--- config.mk ---
export PLATFORM = sky130hd
export DESIGN_NAME = flash_program_erase_ctrl
export DESIGN_NICKNAME = d
export VERILOG_FILES = /design/src/verilog/flash_ctrl_pkg.sv /design/src/verilog/flash_program_erase_ctrl.sv
export SDC_FILE = /design/constraint.sdc
export NUM_CORES = 1
export LEC_CHECK = 0
export ABC_CLOCK_PERIOD_IN_PS = 2600
export BUFFER_PORTS_ARGS = -buffer_cell sky130_fd_sc_hd__buf_2
export CORE_ASPECT_RATIO = 1.5
export CORE_MARGIN = 3
export CORE_UTILIZATION = 50
export CTS_CLUSTER_DIAMETER = 50
export CTS_CLUSTER_SIZE = 28
export DETAILED_ROUTE_END_ITERATION = 8
export GPL_ROUTABILITY_DRIVEN = 0
export PLACE_DENSITY_LB_ADDON = 0.15
export SKIP_CTS_REPAIR_TIMING = 1
export SYNTH_ARGS = -nofsm -noshare
export SYNTH_HDL_FRONTEND = slang
export SYNTH_SLANG_ARGS = --single-unit
--- constraint.sdc ---
create_clock -name clk_i -period 2.6 [get_ports clk_i]
set_clock_uncertainty 0.05 [all_clocks]
set_input_delay 0.52 -clock clk_i [delete_from_list [all_inputs] [get_ports clk_i]]
set_output_delay 0.52 -clock clk_i [all_outputs]
set_load 0.01 [all_outputs]
--- src/verilog/flash_ctrl_pkg.sv ---
// Purpose: shared constants and types for the flash program/erase control block
// Assumes: 16-bit bus address, byte-addressed control registers
// Notes: bit positions inside the four control bytes are fixed here
package flash_ctrl_pkg;

	// control register block, four bytes from the reset base
	localparam logic [15:0] REG_BASE = 16'h00f4;
	localparam logic [1:0] REG_CONFIG_LOCK = 2'h0;
	localparam logic [1:0] REG_MODULE_CONFIG = 2'h1;
	localparam logic [1:0] REG_MODULE_TEST = 2'h2;
	localparam logic [1:0] REG_PROGRAM_CONTROL = 2'h3;

	// array decode after reset in single-chip mode (upper half of the map)
	localparam logic ARRAY_TOP_BIT = 1'h1;
	// boot block: top 2 Kbyte of the 32 Kbyte array, offset bits 14:11 all set
	localparam logic [3:0] BOOT_OFFSET_TAG = 4'hf;

	// config_lock fields
	localparam int LOCK_BIT = 0;
	// module_config fields
	localparam int BOOT_GUARD_BIT = 0;
	// module_test fields
	localparam int STRESS_TEST_ON_BIT = 7;
	localparam int GATE_OR_DRAIN_PICK_BIT = 6;
	localparam int STRESS_HV_SEEN_BIT = 5;
	localparam int LOW_VOLT_REF_ENABLE_BIT = 4;
	localparam int SUPPLY_LOCK_OVERRIDE_BIT = 3;
	localparam int THRESHOLD_CHECK_ENABLE_BIT = 2;
	localparam int SPARE_ROW_SELECT_BIT = 1;
	localparam int DUAL_WORD_PROGRAM_BIT = 0;
	// writable test bits; the stress status bit is driven by the array
	localparam logic [7:0] TEST_WRITE_MASK = 8'hdf;
	// program_control fields
	localparam int HALT_IN_WAIT_BIT = 4;
	localparam int SUPPLY_OK_STATUS_BIT = 3;
	localparam int BULK_WIPE_SELECT_BIT = 2;
	localparam int CAPTURE_ARM_BIT = 1;
	localparam int HIGH_VOLTAGE_APPLY_BIT = 0;

	// reset values
	localparam logic BOOT_GUARD_RESET = 1'h1;
	localparam logic [7:0] TEST_RESET = 8'h00;
	localparam logic [15:0] ZERO_WORD = 16'h0000;
	localparam logic [7:0] ZERO_BYTE = 8'h00;

	// bus access sequencer
	typedef enum logic [1:0] {
		BUS_IDLE,
		BUS_READ_WAIT,
		BUS_READ_TAIL
	} bus_state_t;

endpackage

--- src/verilog/flash_program_erase_ctrl.sv ---
// Purpose: read path, programming latches and program/erase interlocks of a flash array
// Assumes: one CPU request at a time, held off until bus_ack_o; inputs synchronous to clk_i
// Notes: pulse timing and verification are left to software; array answers within the cycle of its fetch strobe
//
// How it works
// - 16-bit array, misaligned word reads take two fetches
// - program one byte or word; erase whole array
// - top 2 Kbyte boot block is guarded
// - array decodes high half only in single-chip mode
// - four control bytes at fixed base address
// - lock bit writable once per reset normally
// - lock set blocks module configuration writes
// - boot guard frozen by lock or high voltage
// - guarded boot block never erased, guard checked for program at capture only
// - normal mode ignores test bits, reads zero
// - low supply refuses arming unless override set
// - dual word ignores low address bits, two words
// - spare row replaces array rows in special mode
// - halt bit stops module clock in wait
// - read-only supply level status bit
// - erase select changeable only with voltage off
// - armed latches capture next valid array write
// - voltage enable needs arm and captured latches
// - voltage on freezes boot guard and control bits but its own; lock and test bits stay writable
// - enable with arm cleared does nothing
// - read result chosen by enable, arm, erase
// - registers stay accessible while voltage applied
// - after capture, further array writes ignored
// - array writes discarded outside programming sequence
`timescale 1ns/1ps
module flash_program_erase_ctrl
	import flash_ctrl_pkg::*;
#(
	parameter int ARR_AW = 14, // array word address width (32 Kbyte)
	parameter int BOOT_AW = 10 // boot block word address width (2 Kbyte)
) (
	input wire logic clk_i,
	input wire logic rstn_i,
	input wire logic ce_i,
	input wire logic special_mode_i,
	input wire logic single_chip_i,
	input wire logic wait_mode_i,
	input wire logic program_supply_pin_i,
	input wire logic stress_hv_seen_i,
	input wire logic [15:0] bus_addr_i,
	input wire logic [15:0] bus_wdata_i,
	input wire logic bus_rd_i,
	input wire logic bus_wr_i,
	input wire logic bus_byte_i,
	input wire logic [15:0] arr_rdata_i,
	output logic [15:0] bus_rdata_o,
	output logic bus_ack_o,
	output logic arr_rd_o,
	output logic [ARR_AW-1:0] arr_addr_o,
	output logic spare_row_o,
	output logic [ARR_AW-1:0] prog_addr_o,
	output logic [15:0] prog_data_o,
	output logic [1:0] prog_lanes_o,
	output logic dual_word_o,
	output logic prog_pulse_o,
	output logic erase_pulse_o,
	output logic erase_boot_o,
	output logic module_clk_en_o,
	output logic stress_test_on_o,
	output logic gate_or_drain_pick_o,
	output logic low_volt_ref_enable_o,
	output logic threshold_check_enable_o
);

	// the decode below assumes a 32 Kbyte array holding a smaller boot block
	generate
		if (ARR_AW != 14 || BOOT_AW < 1 || BOOT_AW >= ARR_AW) begin : g_bad_size
			$error("unsupported array or boot block size");
		end
	endgenerate

	localparam int OFF_W = ARR_AW + 1; // byte offset width inside the array

	// complete state of the block
	typedef struct packed {
		bus_state_t bst; // access sequencer
		logic lock; // configuration lock
		logic lock_done; // lock already written since reset
		logic boot_guard; // boot block guard
		logic [7:0] test; // test bits as written
		logic halt_wait; // stop module clock in wait
		logic bulk_wipe_select; // bulk wipe select
		logic lat; // capture arm
		logic high_voltage_apply; // high voltage apply
		logic captured; // latches hold address and data
		logic [ARR_AW-1:0] lat_addr; // latched word address
		logic [15:0] lat_data; // latched data
		logic [1:0] lat_lanes; // latched byte lanes, bit 1 = even byte
		logic lat_dual; // latched with dual word programming
		logic lat_boot; // latched address lies in boot block
		logic rd_byte; // pending read is a byte read
		logic rd_odd; // pending read starts at odd address
		logic rd_mis; // pending read is misaligned word
		logic [7:0] hi_byte; // first half of a misaligned word
		logic ack; // answer strobe
		logic [15:0] rdata; // answer data
		logic arr_rd; // array fetch strobe
		logic [ARR_AW-1:0] arr_addr; // array fetch address
		logic spare; // spare row decode
		logic prog; // programming voltage to one location
		logic erase; // erase voltage to whole array
		logic erase_boot; // erase includes boot block
		logic clk_en; // module clock enable
		logic [3:0] test_out; // test controls gated by special mode
	} state_t;

	state_t s_r; // registered state
	state_t s_nxt; // next state

	// next-state logic for the whole block
	always_comb begin
		logic [15:0] lane_addr;
		logic [7:0] wb;
		logic [7:0] rb;
		logic [1:0] idx;
		logic reg_hit;
		logic arr_hit;
		logic [OFF_W-1:0] off;
		logic in_boot;
		logic misaligned;
		logic arm_ok;
		logic [ARR_AW-1:0] cap_addr;
		logic [15:0] rd_acc;
		lane_addr = ZERO_WORD;
		wb = ZERO_BYTE;
		rb = ZERO_BYTE;
		idx = REG_CONFIG_LOCK;
		reg_hit = 1'b0;
		rd_acc = ZERO_WORD;
		off = bus_addr_i[OFF_W-1:0];
		// array seen only in single-chip mode, upper half of the map
		arr_hit = single_chip_i && (bus_addr_i[15] == ARRAY_TOP_BIT);
		in_boot = (off[OFF_W-1:OFF_W-4] == BOOT_OFFSET_TAG);
		misaligned = !bus_byte_i && off[0];
		// a low supply refuses arming unless the override test bit is set
		arm_ok = program_supply_pin_i ||
			(special_mode_i && s_r.test[SUPPLY_LOCK_OVERRIDE_BIT]);
		cap_addr = off[OFF_W-1:1];
		s_nxt = s_r;
		s_nxt.ack = 1'b0;
		s_nxt.arr_rd = 1'b0;

		case (s_r.bst)
			BUS_IDLE: begin
				// control bytes, one or two lanes per access
				for (int k = 0; k < 2; k++) begin
					lane_addr = bus_addr_i + 16'(k);
					idx = lane_addr[1:0];
					wb = (bus_byte_i || k == 1) ? bus_wdata_i[7:0] : bus_wdata_i[15:8];
					if ((k == 0 || !bus_byte_i) &&
						lane_addr[15:2] == REG_BASE[15:2] && (bus_rd_i || bus_wr_i)) begin
						reg_hit = 1'b1;
						rb = ZERO_BYTE;
						case (idx)
							REG_CONFIG_LOCK: begin
								rb[LOCK_BIT] = s_r.lock;
								// once per reset in normal modes, anytime in special
								if (bus_wr_i && (special_mode_i || !s_r.lock_done)) begin
									s_nxt.lock = wb[LOCK_BIT];
									s_nxt.lock_done = 1'b1;
								end
							end
							REG_MODULE_CONFIG: begin
								rb[BOOT_GUARD_BIT] = s_r.boot_guard;
								// lock blocks the register, voltage freezes the guard
								if (bus_wr_i && !s_r.lock && !s_r.high_voltage_apply) begin
									s_nxt.boot_guard = wb[BOOT_GUARD_BIT];
								end
							end
							REG_MODULE_TEST: begin
								// test bits only exist in special mode
								if (special_mode_i) begin
									rb = s_r.test;
									rb[STRESS_HV_SEEN_BIT] = stress_hv_seen_i;
									if (bus_wr_i) begin
										s_nxt.test = wb & TEST_WRITE_MASK;
									end
								end
							end
							default: begin
								rb[HALT_IN_WAIT_BIT] = s_r.halt_wait;
								rb[SUPPLY_OK_STATUS_BIT] = program_supply_pin_i;
								rb[BULK_WIPE_SELECT_BIT] = s_r.bulk_wipe_select;
								rb[CAPTURE_ARM_BIT] = s_r.lat;
								rb[HIGH_VOLTAGE_APPLY_BIT] = s_r.high_voltage_apply;
								if (bus_wr_i && s_r.high_voltage_apply) begin
									// only the voltage bit moves while it is on
									s_nxt.high_voltage_apply = wb[HIGH_VOLTAGE_APPLY_BIT];
								end else if (bus_wr_i) begin
									s_nxt.halt_wait = wb[HALT_IN_WAIT_BIT];
									s_nxt.bulk_wipe_select = wb[BULK_WIPE_SELECT_BIT];
									// arming refused on a low supply
									if (!wb[CAPTURE_ARM_BIT] || s_r.lat || arm_ok) begin
										s_nxt.lat = wb[CAPTURE_ARM_BIT];
									end
									if (!s_nxt.lat) begin
										s_nxt.captured = 1'b0;
									end
									// needs arm already set, latches filled, arm kept
									s_nxt.high_voltage_apply = wb[HIGH_VOLTAGE_APPLY_BIT] && s_r.lat &&
										s_r.captured && s_nxt.lat;
								end
							end
						endcase
						if (bus_byte_i) begin
							rd_acc[7:0] = rb;
						end else if (k == 0) begin
							rd_acc[15:8] = rb;
						end else begin
							rd_acc[7:0] = rb;
						end
					end
				end
				if (reg_hit) begin
					s_nxt.ack = 1'b1;
					s_nxt.rdata = rd_acc;
				end else if (arr_hit && bus_wr_i) begin
					s_nxt.ack = 1'b1;
					// first valid write after arming fills the latches
					// a guarded boot address is not captured unless bulk wipe is selected
					if (s_r.lat && !s_r.captured && !s_r.high_voltage_apply && !misaligned &&
						!(s_r.boot_guard && in_boot && !s_r.bulk_wipe_select)) begin
						s_nxt.captured = 1'b1;
						s_nxt.lat_boot = in_boot;
						s_nxt.lat_dual = special_mode_i && s_r.test[DUAL_WORD_PROGRAM_BIT];
						if (s_nxt.lat_dual) begin
							// low address bits dropped, word goes to both words
							cap_addr[0] = 1'b0;
						end
						s_nxt.lat_addr = cap_addr;
						// one byte or one aligned word per operation
						if (bus_byte_i && !s_nxt.lat_dual) begin
							s_nxt.lat_lanes = off[0] ? 2'h1 : 2'h2;
							s_nxt.lat_data = {bus_wdata_i[7:0], bus_wdata_i[7:0]};
						end else begin
							s_nxt.lat_lanes = 2'h3;
							s_nxt.lat_data = bus_wdata_i;
						end
					end
				end else if (arr_hit && bus_rd_i) begin
					if (s_r.high_voltage_apply) begin
						// read ignored while voltage applied
						s_nxt.ack = 1'b1;
						s_nxt.rdata = ZERO_WORD;
					end else begin
						s_nxt.arr_rd = 1'b1;
						s_nxt.rd_byte = bus_byte_i;
						s_nxt.rd_odd = off[0];
						s_nxt.bst = BUS_READ_WAIT;
						if (s_r.lat && !s_r.bulk_wipe_select && s_r.captured) begin
							// armed for programming: location being programmed
							s_nxt.arr_addr = s_r.lat_addr;
							s_nxt.rd_mis = 1'b0;
						end else begin
							s_nxt.arr_addr = off[OFF_W-1:1];
							s_nxt.rd_mis = misaligned;
						end
					end
				end
			end
			BUS_READ_WAIT: begin
				if (s_r.rd_mis) begin
					// second fetch for the trailing byte
					s_nxt.hi_byte = arr_rdata_i[7:0];
					s_nxt.arr_addr = s_r.arr_addr + {{(ARR_AW-1){1'b0}}, 1'b1};
					s_nxt.arr_rd = 1'b1;
					s_nxt.bst = BUS_READ_TAIL;
				end else begin
					s_nxt.ack = 1'b1;
					s_nxt.bst = BUS_IDLE;
					if (!s_r.rd_byte) begin
						s_nxt.rdata = arr_rdata_i;
					end else if (s_r.rd_odd) begin
						s_nxt.rdata = {ZERO_BYTE, arr_rdata_i[7:0]};
					end else begin
						s_nxt.rdata = {ZERO_BYTE, arr_rdata_i[15:8]};
					end
				end
			end
			BUS_READ_TAIL: begin
				s_nxt.ack = 1'b1;
				s_nxt.rdata = {s_r.hi_byte, arr_rdata_i[15:8]};
				s_nxt.bst = BUS_IDLE;
			end
			default: begin
				s_nxt.bst = BUS_IDLE;
			end
		endcase

		// test controls only take effect in special mode
		if (!special_mode_i) begin
			s_nxt.test = TEST_RESET;
		end
		s_nxt.spare = special_mode_i && s_nxt.test[SPARE_ROW_SELECT_BIT];
		s_nxt.test_out = {s_nxt.test[STRESS_TEST_ON_BIT], s_nxt.test[GATE_OR_DRAIN_PICK_BIT],
			s_nxt.test[LOW_VOLT_REF_ENABLE_BIT], s_nxt.test[THRESHOLD_CHECK_ENABLE_BIT]};
		// voltage reaches the array only with arm held and latches filled
		s_nxt.prog = s_nxt.high_voltage_apply && s_nxt.lat && s_nxt.captured && !s_nxt.bulk_wipe_select;
		s_nxt.erase = s_nxt.high_voltage_apply && s_nxt.lat && s_nxt.captured && s_nxt.bulk_wipe_select;
		// boot block joins the erase only when unguarded; a program checks the guard only at capture
		s_nxt.erase_boot = s_nxt.erase && !s_nxt.boot_guard;
		s_nxt.clk_en = !(wait_mode_i && s_nxt.halt_wait);
	end

	// one register stage for all state, frozen while ce_i is low
	always_ff @(posedge clk_i) begin
		if (!rstn_i) begin
			s_r <= '0;
			s_r.bst <= BUS_IDLE;
			// nothing armed after reset
			s_r.boot_guard <= BOOT_GUARD_RESET;
			s_r.test <= TEST_RESET;
			s_r.clk_en <= 1'b1;
		end else if (ce_i) begin
			s_r <= s_nxt;
		end
	end

	// every output comes straight from the state register
	assign bus_rdata_o = s_r.rdata;
	assign bus_ack_o = s_r.ack;
	assign arr_rd_o = s_r.arr_rd;
	assign arr_addr_o = s_r.arr_addr;
	assign spare_row_o = s_r.spare;
	assign prog_addr_o = s_r.lat_addr;
	assign prog_data_o = s_r.lat_data;
	assign prog_lanes_o = s_r.lat_lanes;
	assign dual_word_o = s_r.lat_dual;
	assign prog_pulse_o = s_r.prog;
	assign erase_pulse_o = s_r.erase;
	assign erase_boot_o = s_r.erase_boot;
	assign module_clk_en_o = s_r.clk_en;
	assign stress_test_on_o = s_r.test_out[3];
	assign gate_or_drain_pick_o = s_r.test_out[2];
	assign low_volt_ref_enable_o = s_r.test_out[1];
	assign threshold_check_enable_o = s_r.test_out[0];

endmodule

==> flow_summary.ini, run 1 <==
[timing]
finalCritPeriodShare = 1.000
fmax_mhz = 384.6
slew-limit-headroom = 0.5954
setup_viol = 1
min_period_ns = 2.600
setup_ws_ns = -0.0003544
finalMaxSlewViolations = 0
whs_ns = 0.3914
hold_viol_final = 0
worstMarginPinSlew_ns = 0.6046
rsz0062_at_grt = true

[grt]
grt_pass1_vias = 6443
grt_pass1_wl_mm = 31.80
grt_max_degree = 32
antenna_found_initial = 0
grt_use_total = 0.2945
overflow = 0

[flow_run]
cap_violations = 0

[detailed_routing]
wl_per_cell_um = 19.05
vias_per_cell = 6.149
first_pass_iters = 6
drcViolationCount = 0
wl_mm = 20.13
drt_iter0_markers = 550
dr_total_vias = 6499
antenna_left = 0

[floorplan]
ios = 133
row_count = 48
fp.coreArea_mm2 = 0.01171
dieArea_mm2 = 0.01357
fp.dieH_um = 141.2
die_w_um = 96.13
start_util = 0.5202

[clock_tree]
clockRootBuffer = clkbuf_16
cts_tree = done
numCtsBuffers = 9
htreeDepth = 3
clock_path_buffers = 2
path_clk_slew_ns = 0.07
insertion_delay_ns = 0.34
cts_num_sinks = 97

[placement]
port_buffers = 132
dp_hpwl_mm = 15.15
dp_cells = 1040
place_ws_ns = -0.2522

[synth]
synthesis.area_mm2 = 0.006092
ys_types = 75
synth_area_leaders = dfxtp_1 32%, nand2_1 7.9%, buf_4 7.8%
synth_top_family_by_area = compound AO/OA/AOI/OAI gates
async_flop_share = 0
avgSynthCellArea_um2 = 7.702
synthFlopType = dfxtp_1
synthMuxAreaShare = 0.06531
netlist_instances = 791
syn-num-nets = 855
ys_seq_area_frac = 0.3188
ys_warn_count = 0
synth_top_area_cell = dfxtp_1
synth_top_cell_area_share = 0.3188
synth-seq-cells = 97
synth_edf_count = 0
synth_compound_area_frac = 0.2584
synth-simple-area-share = 0.2235
synth_fa_ha_area_frac = 0.01027
synth-xor-area-share = 0.001438

[final_layout]
fin_cells = 1057
final_nets = 967
drive_gt1_frac = 0.2933
syn2layout_area_growth_pct = 19.31
num_antenna_cells = 0

[run_status]
violations = negative setup slack
status = finished with violations

[pwr]
total_leakage_power_nw = 3.047
powerDensity_mw_per_mm2 = 455.7
clock_power_share = 0.438
switching_share = 0.2458
cell_internal_pwr_mw = 2.498
power_frac_comb = 0.108
switchingPower_uw = 814.1
seqPwrFrac = 0.454
vdd.ir_drop.worst_mv = 0.3523

[setup_path]
path_class = input pin to flip-flop
start_kind = input pin
worstPathRequired_ns = 2.78
r2r-start = arr_addr_o[0]
cp_max_fo = 4
end_kind = flip-flop
setup.worst_path.start = bus_addr_i[13]
cp.arrival_ns = 2.78

[min_path]
hold_start = bus_wdata_i[5]
hold_class = input pin to flip-flop
==> area by class of cell <==
class,count,area [um^2]
repair buffers,215,1300
clock buffers,11,242.7
inverters,17,63.81
clock inverters,4,76.32
fillers,1058,4443
flip-flops and latches,97,1942
well taps,150,187.7
multi-input cells,563,3456
==> power by group through the flow <==
| stage | clock network [mW] | registers [mW] | logic [mW] |
|---|---|---|---|
| global placement | 0 | 1.54 | 0.342 |
| detailed placement | 0 | 1.54 | 0.346 |
| floorplan | 0 | 1.53 | 0.169 |
| finish | 1.45 | 1.50 | 0.358 |
| global route | 1.52 | 1.50 | 0.384 |
| CTS | 1.47 | 1.50 | 0.348 |
==> worst max-delay path, stage by stage <==
cell and delay, ns:
buf_2 0.10, or4_4 0.58, nor4_4 0.33, nand2_2 0.14
buf_4 0.16, buf_4 0.13, nor4_4 0.18, mux2_2 0.37
a22oi_1 0.19, nor2_1 0.06
==> sequential cells by signal, indices dropped and copies added (netlist names) <==
signal           cells
erase_pulse_o        1
s_r                 27
bus_rdata_o         16
prog_addr_o         14
dual_word_o          1
prog_lanes_o         2
prog_data_o         16
arr_rd_o             1
spare_row_o          1
bus_ack_o            1
erase_boot_o         1
module_clk_en_o      1
prog_pulse_o         1
arr_addr_o          14
==> final timing paths <==
path               endpoint  slack (ns)  cells after the start
min          prog_data_o[5]        0.39                      3
max                 s_r[93]     -0.0004                     10
max reg2reg  arr_addr_o[13]        0.31                      7
min reg2reg  prog_data_o[5]        0.40                      2
==> placed cells by master (no fill, tap or decap), types with 3 or more instances in the layout <==
cell type	n
a32oi_1	3
nand2b_1	8
a211o_1	8
nor2_1	50
nand3_1	36
and3_1	5
nor4_4	4
a22o_1	5
and2_1	4
nor3_1	6
o22ai_1	10
o21ai_0	27
ha_1	5
o211ai_1	6
nor4_1	3
buf_2	132
a22oi_1	13
a211oi_1	11
nand4_1	6
or2_2	5
clkbuf_16	9
inv_1	14
nand2_1	128
or3_1	6
a41oi_1	5
mux2_2	4
o31ai_1	10
o21ai_1	8
mux2i_1	32
o21a_1	9
buf_4	81
nor2b_1	4
a21oi_1	77
o32ai_1	8
a31oi_1	6
dfxtp_1	97
==> synth_stat cells (3+ instances only) <==
cell type and count:
and2_1 4, mux2_2 4, a22oi_1 14, clkbuf_1 42, a211o_1 8, a21oi_1 77, nand3_1 37, and3_1 5
inv_1 15, a41oi_1 5, nor4_4 4, dfxtp_1 97, nor2b_1 4, buf_4 63, ha_1 5, o22ai_1 10
buf_1 5, a22o_1 5, a31oi_1 6, nand2_1 128, nor2_1 51, o21a_1 9, mux2i_1 33, o211ai_1 6
nor3_1 6, nand2b_1 8, or3_1 6, nand4_1 6, or2_2 5, o21ai_1 6, o32ai_1 8, o31ai_1 11
o21ai_0 29, a32oi_1 3, a211oi_1 12, nor4_1 3
==> layer usage <==
metal,GRT usage,vias up,wire length [um]
met2,0.4863,339,9787
met5,0,-,0
met3,0.04378,93,1447
li1,-,3017,-
met1,0.3611,3050,7799
met4,0.1574,0,1097
==> cells by family after synthesis <==
| group | after synthesis |
|---|---|
| multiplexers | 38 |
| buffers and inverters | 131 |
| AND/OR/NAND/NOR | 282 |
| flip-flops | 97 |
| XOR/XNOR | 1 |
| adder cells (fa/ha/maj) | 5 |
| AO/OA/AOI/OAI | 237 |
==> metrics by stage <==
stage	area, um^2	power [mW]	utilization	setup TNS [ns]
after floorplan	6092	1.701	-	-1.762
after global placement	6882	1.879	0.5876	-4.072
final	7268	3.312	0.6206	-0.0003544
after CTS	7201	3.325	0.6149	0
after detailed placement	6882	1.883	0.5876	-5.265
after global routing	7268	3.409	0.6206	-0.2041
Note: power is estimated with default switching activity, not from simulation.
==> run 2, diff against run 1 <==
Settings changed: ABC_CLOCK_PERIOD_IN_PS 2600 to 2350.
Clock period 2.6 ns to 2.35 ns, I/O delays scaled along.
==> run 2 against run 1 <==
Count of clock-buffer cells in the layout is 1 higher; global-route usage is 0.54 points higher; register-to-register slack worse by 0.20 ns; final area is 4.8% higher; core utilization is 3.0 points higher; largest cell class unchanged; worst setup slack worse by 0.051 ns; non-clock buffer count is 18 higher; clock power is 10% higher; power is 12% higher; the run still ends with negative setup slack left.
==> flow_summary.ini, run 2 (synthesis results as in run 1) <==
[timing]
tns_ns = -0.2850
fmax_mhz = 416.4
slew-limit-headroom = 0.5585
finalCritPeriodShare = 1.022
worstMarginPinSlew_ns = 0.6573
setup_ws_ns = -0.05131
min_period_ns = 2.401
setup_viol = 10
hold_viol_final = 0
finalMaxSlewViolations = 0
rsz0062_at_grt = true

[pwr]
total_leakage_power_nw = 3.175
switchingPower_uw = 956.7
switching_share = 0.2582
seqPwrFrac = 0.448
power_frac_comb = 0.119
cell_internal_pwr_mw = 2.749
vdd.ir_drop.worst_mv = 0.4244
fin_total_pwr_mw = 3.706
clock_power_share = 0.433
powerDensity_mw_per_mm2 = 486.4

[floorplan]
start_util = 0.5202
fp.dieH_um = 141.2
die_w_um = 96.13
dieArea_mm2 = 0.01357
fp.coreArea_mm2 = 0.01171
row_count = 48
ios = 133

[setup_path]
reg2reg_depth = 6
cp.arrival_ns = 2.57
critPathCapture = s_r[93]
start_kind = input pin
r2r_slack_ns = 0.11
cp_max_fo = 4
cpMaxStageDelayCell = or4_4
setup.worst_path.start = bus_addr_i[14]
path_class = input pin to flip-flop
slowest_delay_ns = 0.58
end_kind = flip-flop
r2r-start = s_r[88]
worstPathRequired_ns = 2.52
rr_endpoint = erase_boot_o
crit_chain = buf_6, or4_4, buf_6, nor4_4, nand2_2, buf_4, nor4_4, mux2_4, a22oi_1, nor2_1

[final_layout]
register_area_mm2 = 0.001942
final_nets = 986
fill_cells = 1034
largest-register = s_r
num_antenna_cells = 0
syn2layout_area_growth_pct = 25.06
multi_input_area_mm2 = 0.003603
final_cell_mix = 130 x buf_2, 128 x nand2_1, 97 x dfxtp_1, 93 x buf_4, 75 x a21oi_1
drive_gt1_frac = 0.3247
largest_reg_flops = 27
layout_commonest_cell = buf_2

[clock_tree]
clock_path_buffers = 2
cts_num_sinks = 97
htreeDepth = 3
numCtsBuffers = 9
clockRootBuffer = clkbuf_16
cts_tree = done
insertion_delay_ns = 0.35
path_clk_slew_ns = 0.07

[detailed_routing]
dr_total_vias = 6548
wl_mm = 20.99
wl_per_cell_um = 19.49
drcViolationCount = 0
drt_iter0_markers = 674
first_pass_iters = 7
antenna_left = 0
vias_per_cell = 6.080

[grt]
grt_use_total = 0.2999
overflow = 0
antenna_found_initial = 0
grt_pass1_vias = 6230
grt_max_degree = 34
grt_pass1_wl_mm = 32.02

[min_path]
hold_class = input pin to flip-flop

[placement]
port_buffers = 132
place_ws_ns = -0.4838
dp_hpwl_mm = 15.72

[run_status]
status = finished with violations
violations = negative setup slack

[flow_run]
cap_violations = 0
run 2: per-stage QoR:
| step | instance area [um^2] | util | instances | hold WS, ns |
|---|---|---|---|---|
| CTS | 7358 | 0.6283 | 1066 | 0.3406 |
| global route | 7619 | 0.6505 | 1077 | 0.3485 |
| global placement | 7033 | 0.6005 | 1050 | 0.3923 |
| finish | 7619 | 0.6505 | 1077 | 0.3384 |
| detailed placement | 7033 | 0.6005 | 1050 | 0.3978 |
| floorplan | 6143 | - | 791 | 0.3822 |
run 2: cell type report:
type	instances	share of cell area
multi-input combinational	564	0.4730
sequential	97	0.2549
timing repair buffer	233	0.1964
clock buffer	12	0.03498
tap	150	0.02463
inverter	17	0.008376
clock inverter	4	0.007719
run 2: critical path: cells and delay by family:
family / cells / cell delay [ns]
AO/OA/AOI/OAI: 1 / 0.15
buffers and inverters: 3 / 0.41
multiplexers: 1 / 0.33
AND/OR/NAND/NOR: 5 / 1.20
run 2: worst min path at each step:
| stage | slack, ns | cells past startpoint | end | startpoint |
|---|---|---|---|---|
| final | 0.34 | 3 | s_r[47] | arr_rdata_i[6] |
| after global routing | 0.35 | 3 | s_r[44] | arr_rdata_i[3] |
| after CTS | 0.34 | 3 | s_r[44] | arr_rdata_i[3] |
| after detailed placement | 0.40 | 2 | prog_data_o[3] | prog_data_o[3] |
| after global placement | 0.39 | 2 | prog_data_o[3] | prog_data_o[3] |
| after floorplan | 0.38 | 2 | bus_rdata_o[12] | bus_rdata_o[12] |
run 2: power groups by stage:
stage	Clock, mW	Sequential, mW	Combinational (mW)
after CTS	1.61	1.66	0.413
after global routing	1.66	1.66	0.469
after detailed placement	0	1.70	0.410
after global placement	0	1.70	0.404
after floorplan	0	1.70	0.193
final	1.60	1.66	0.441
run 2: per-layer routing:
metal,track usage,vias to the layer above,part of all wire
met5,0,-,0
met2,0.4882,315,0.50
met1,0.3740,3093,0.38
met3,0.04912,75,0.070
li1,-,3065,-
met4,0.1544,0,0.052
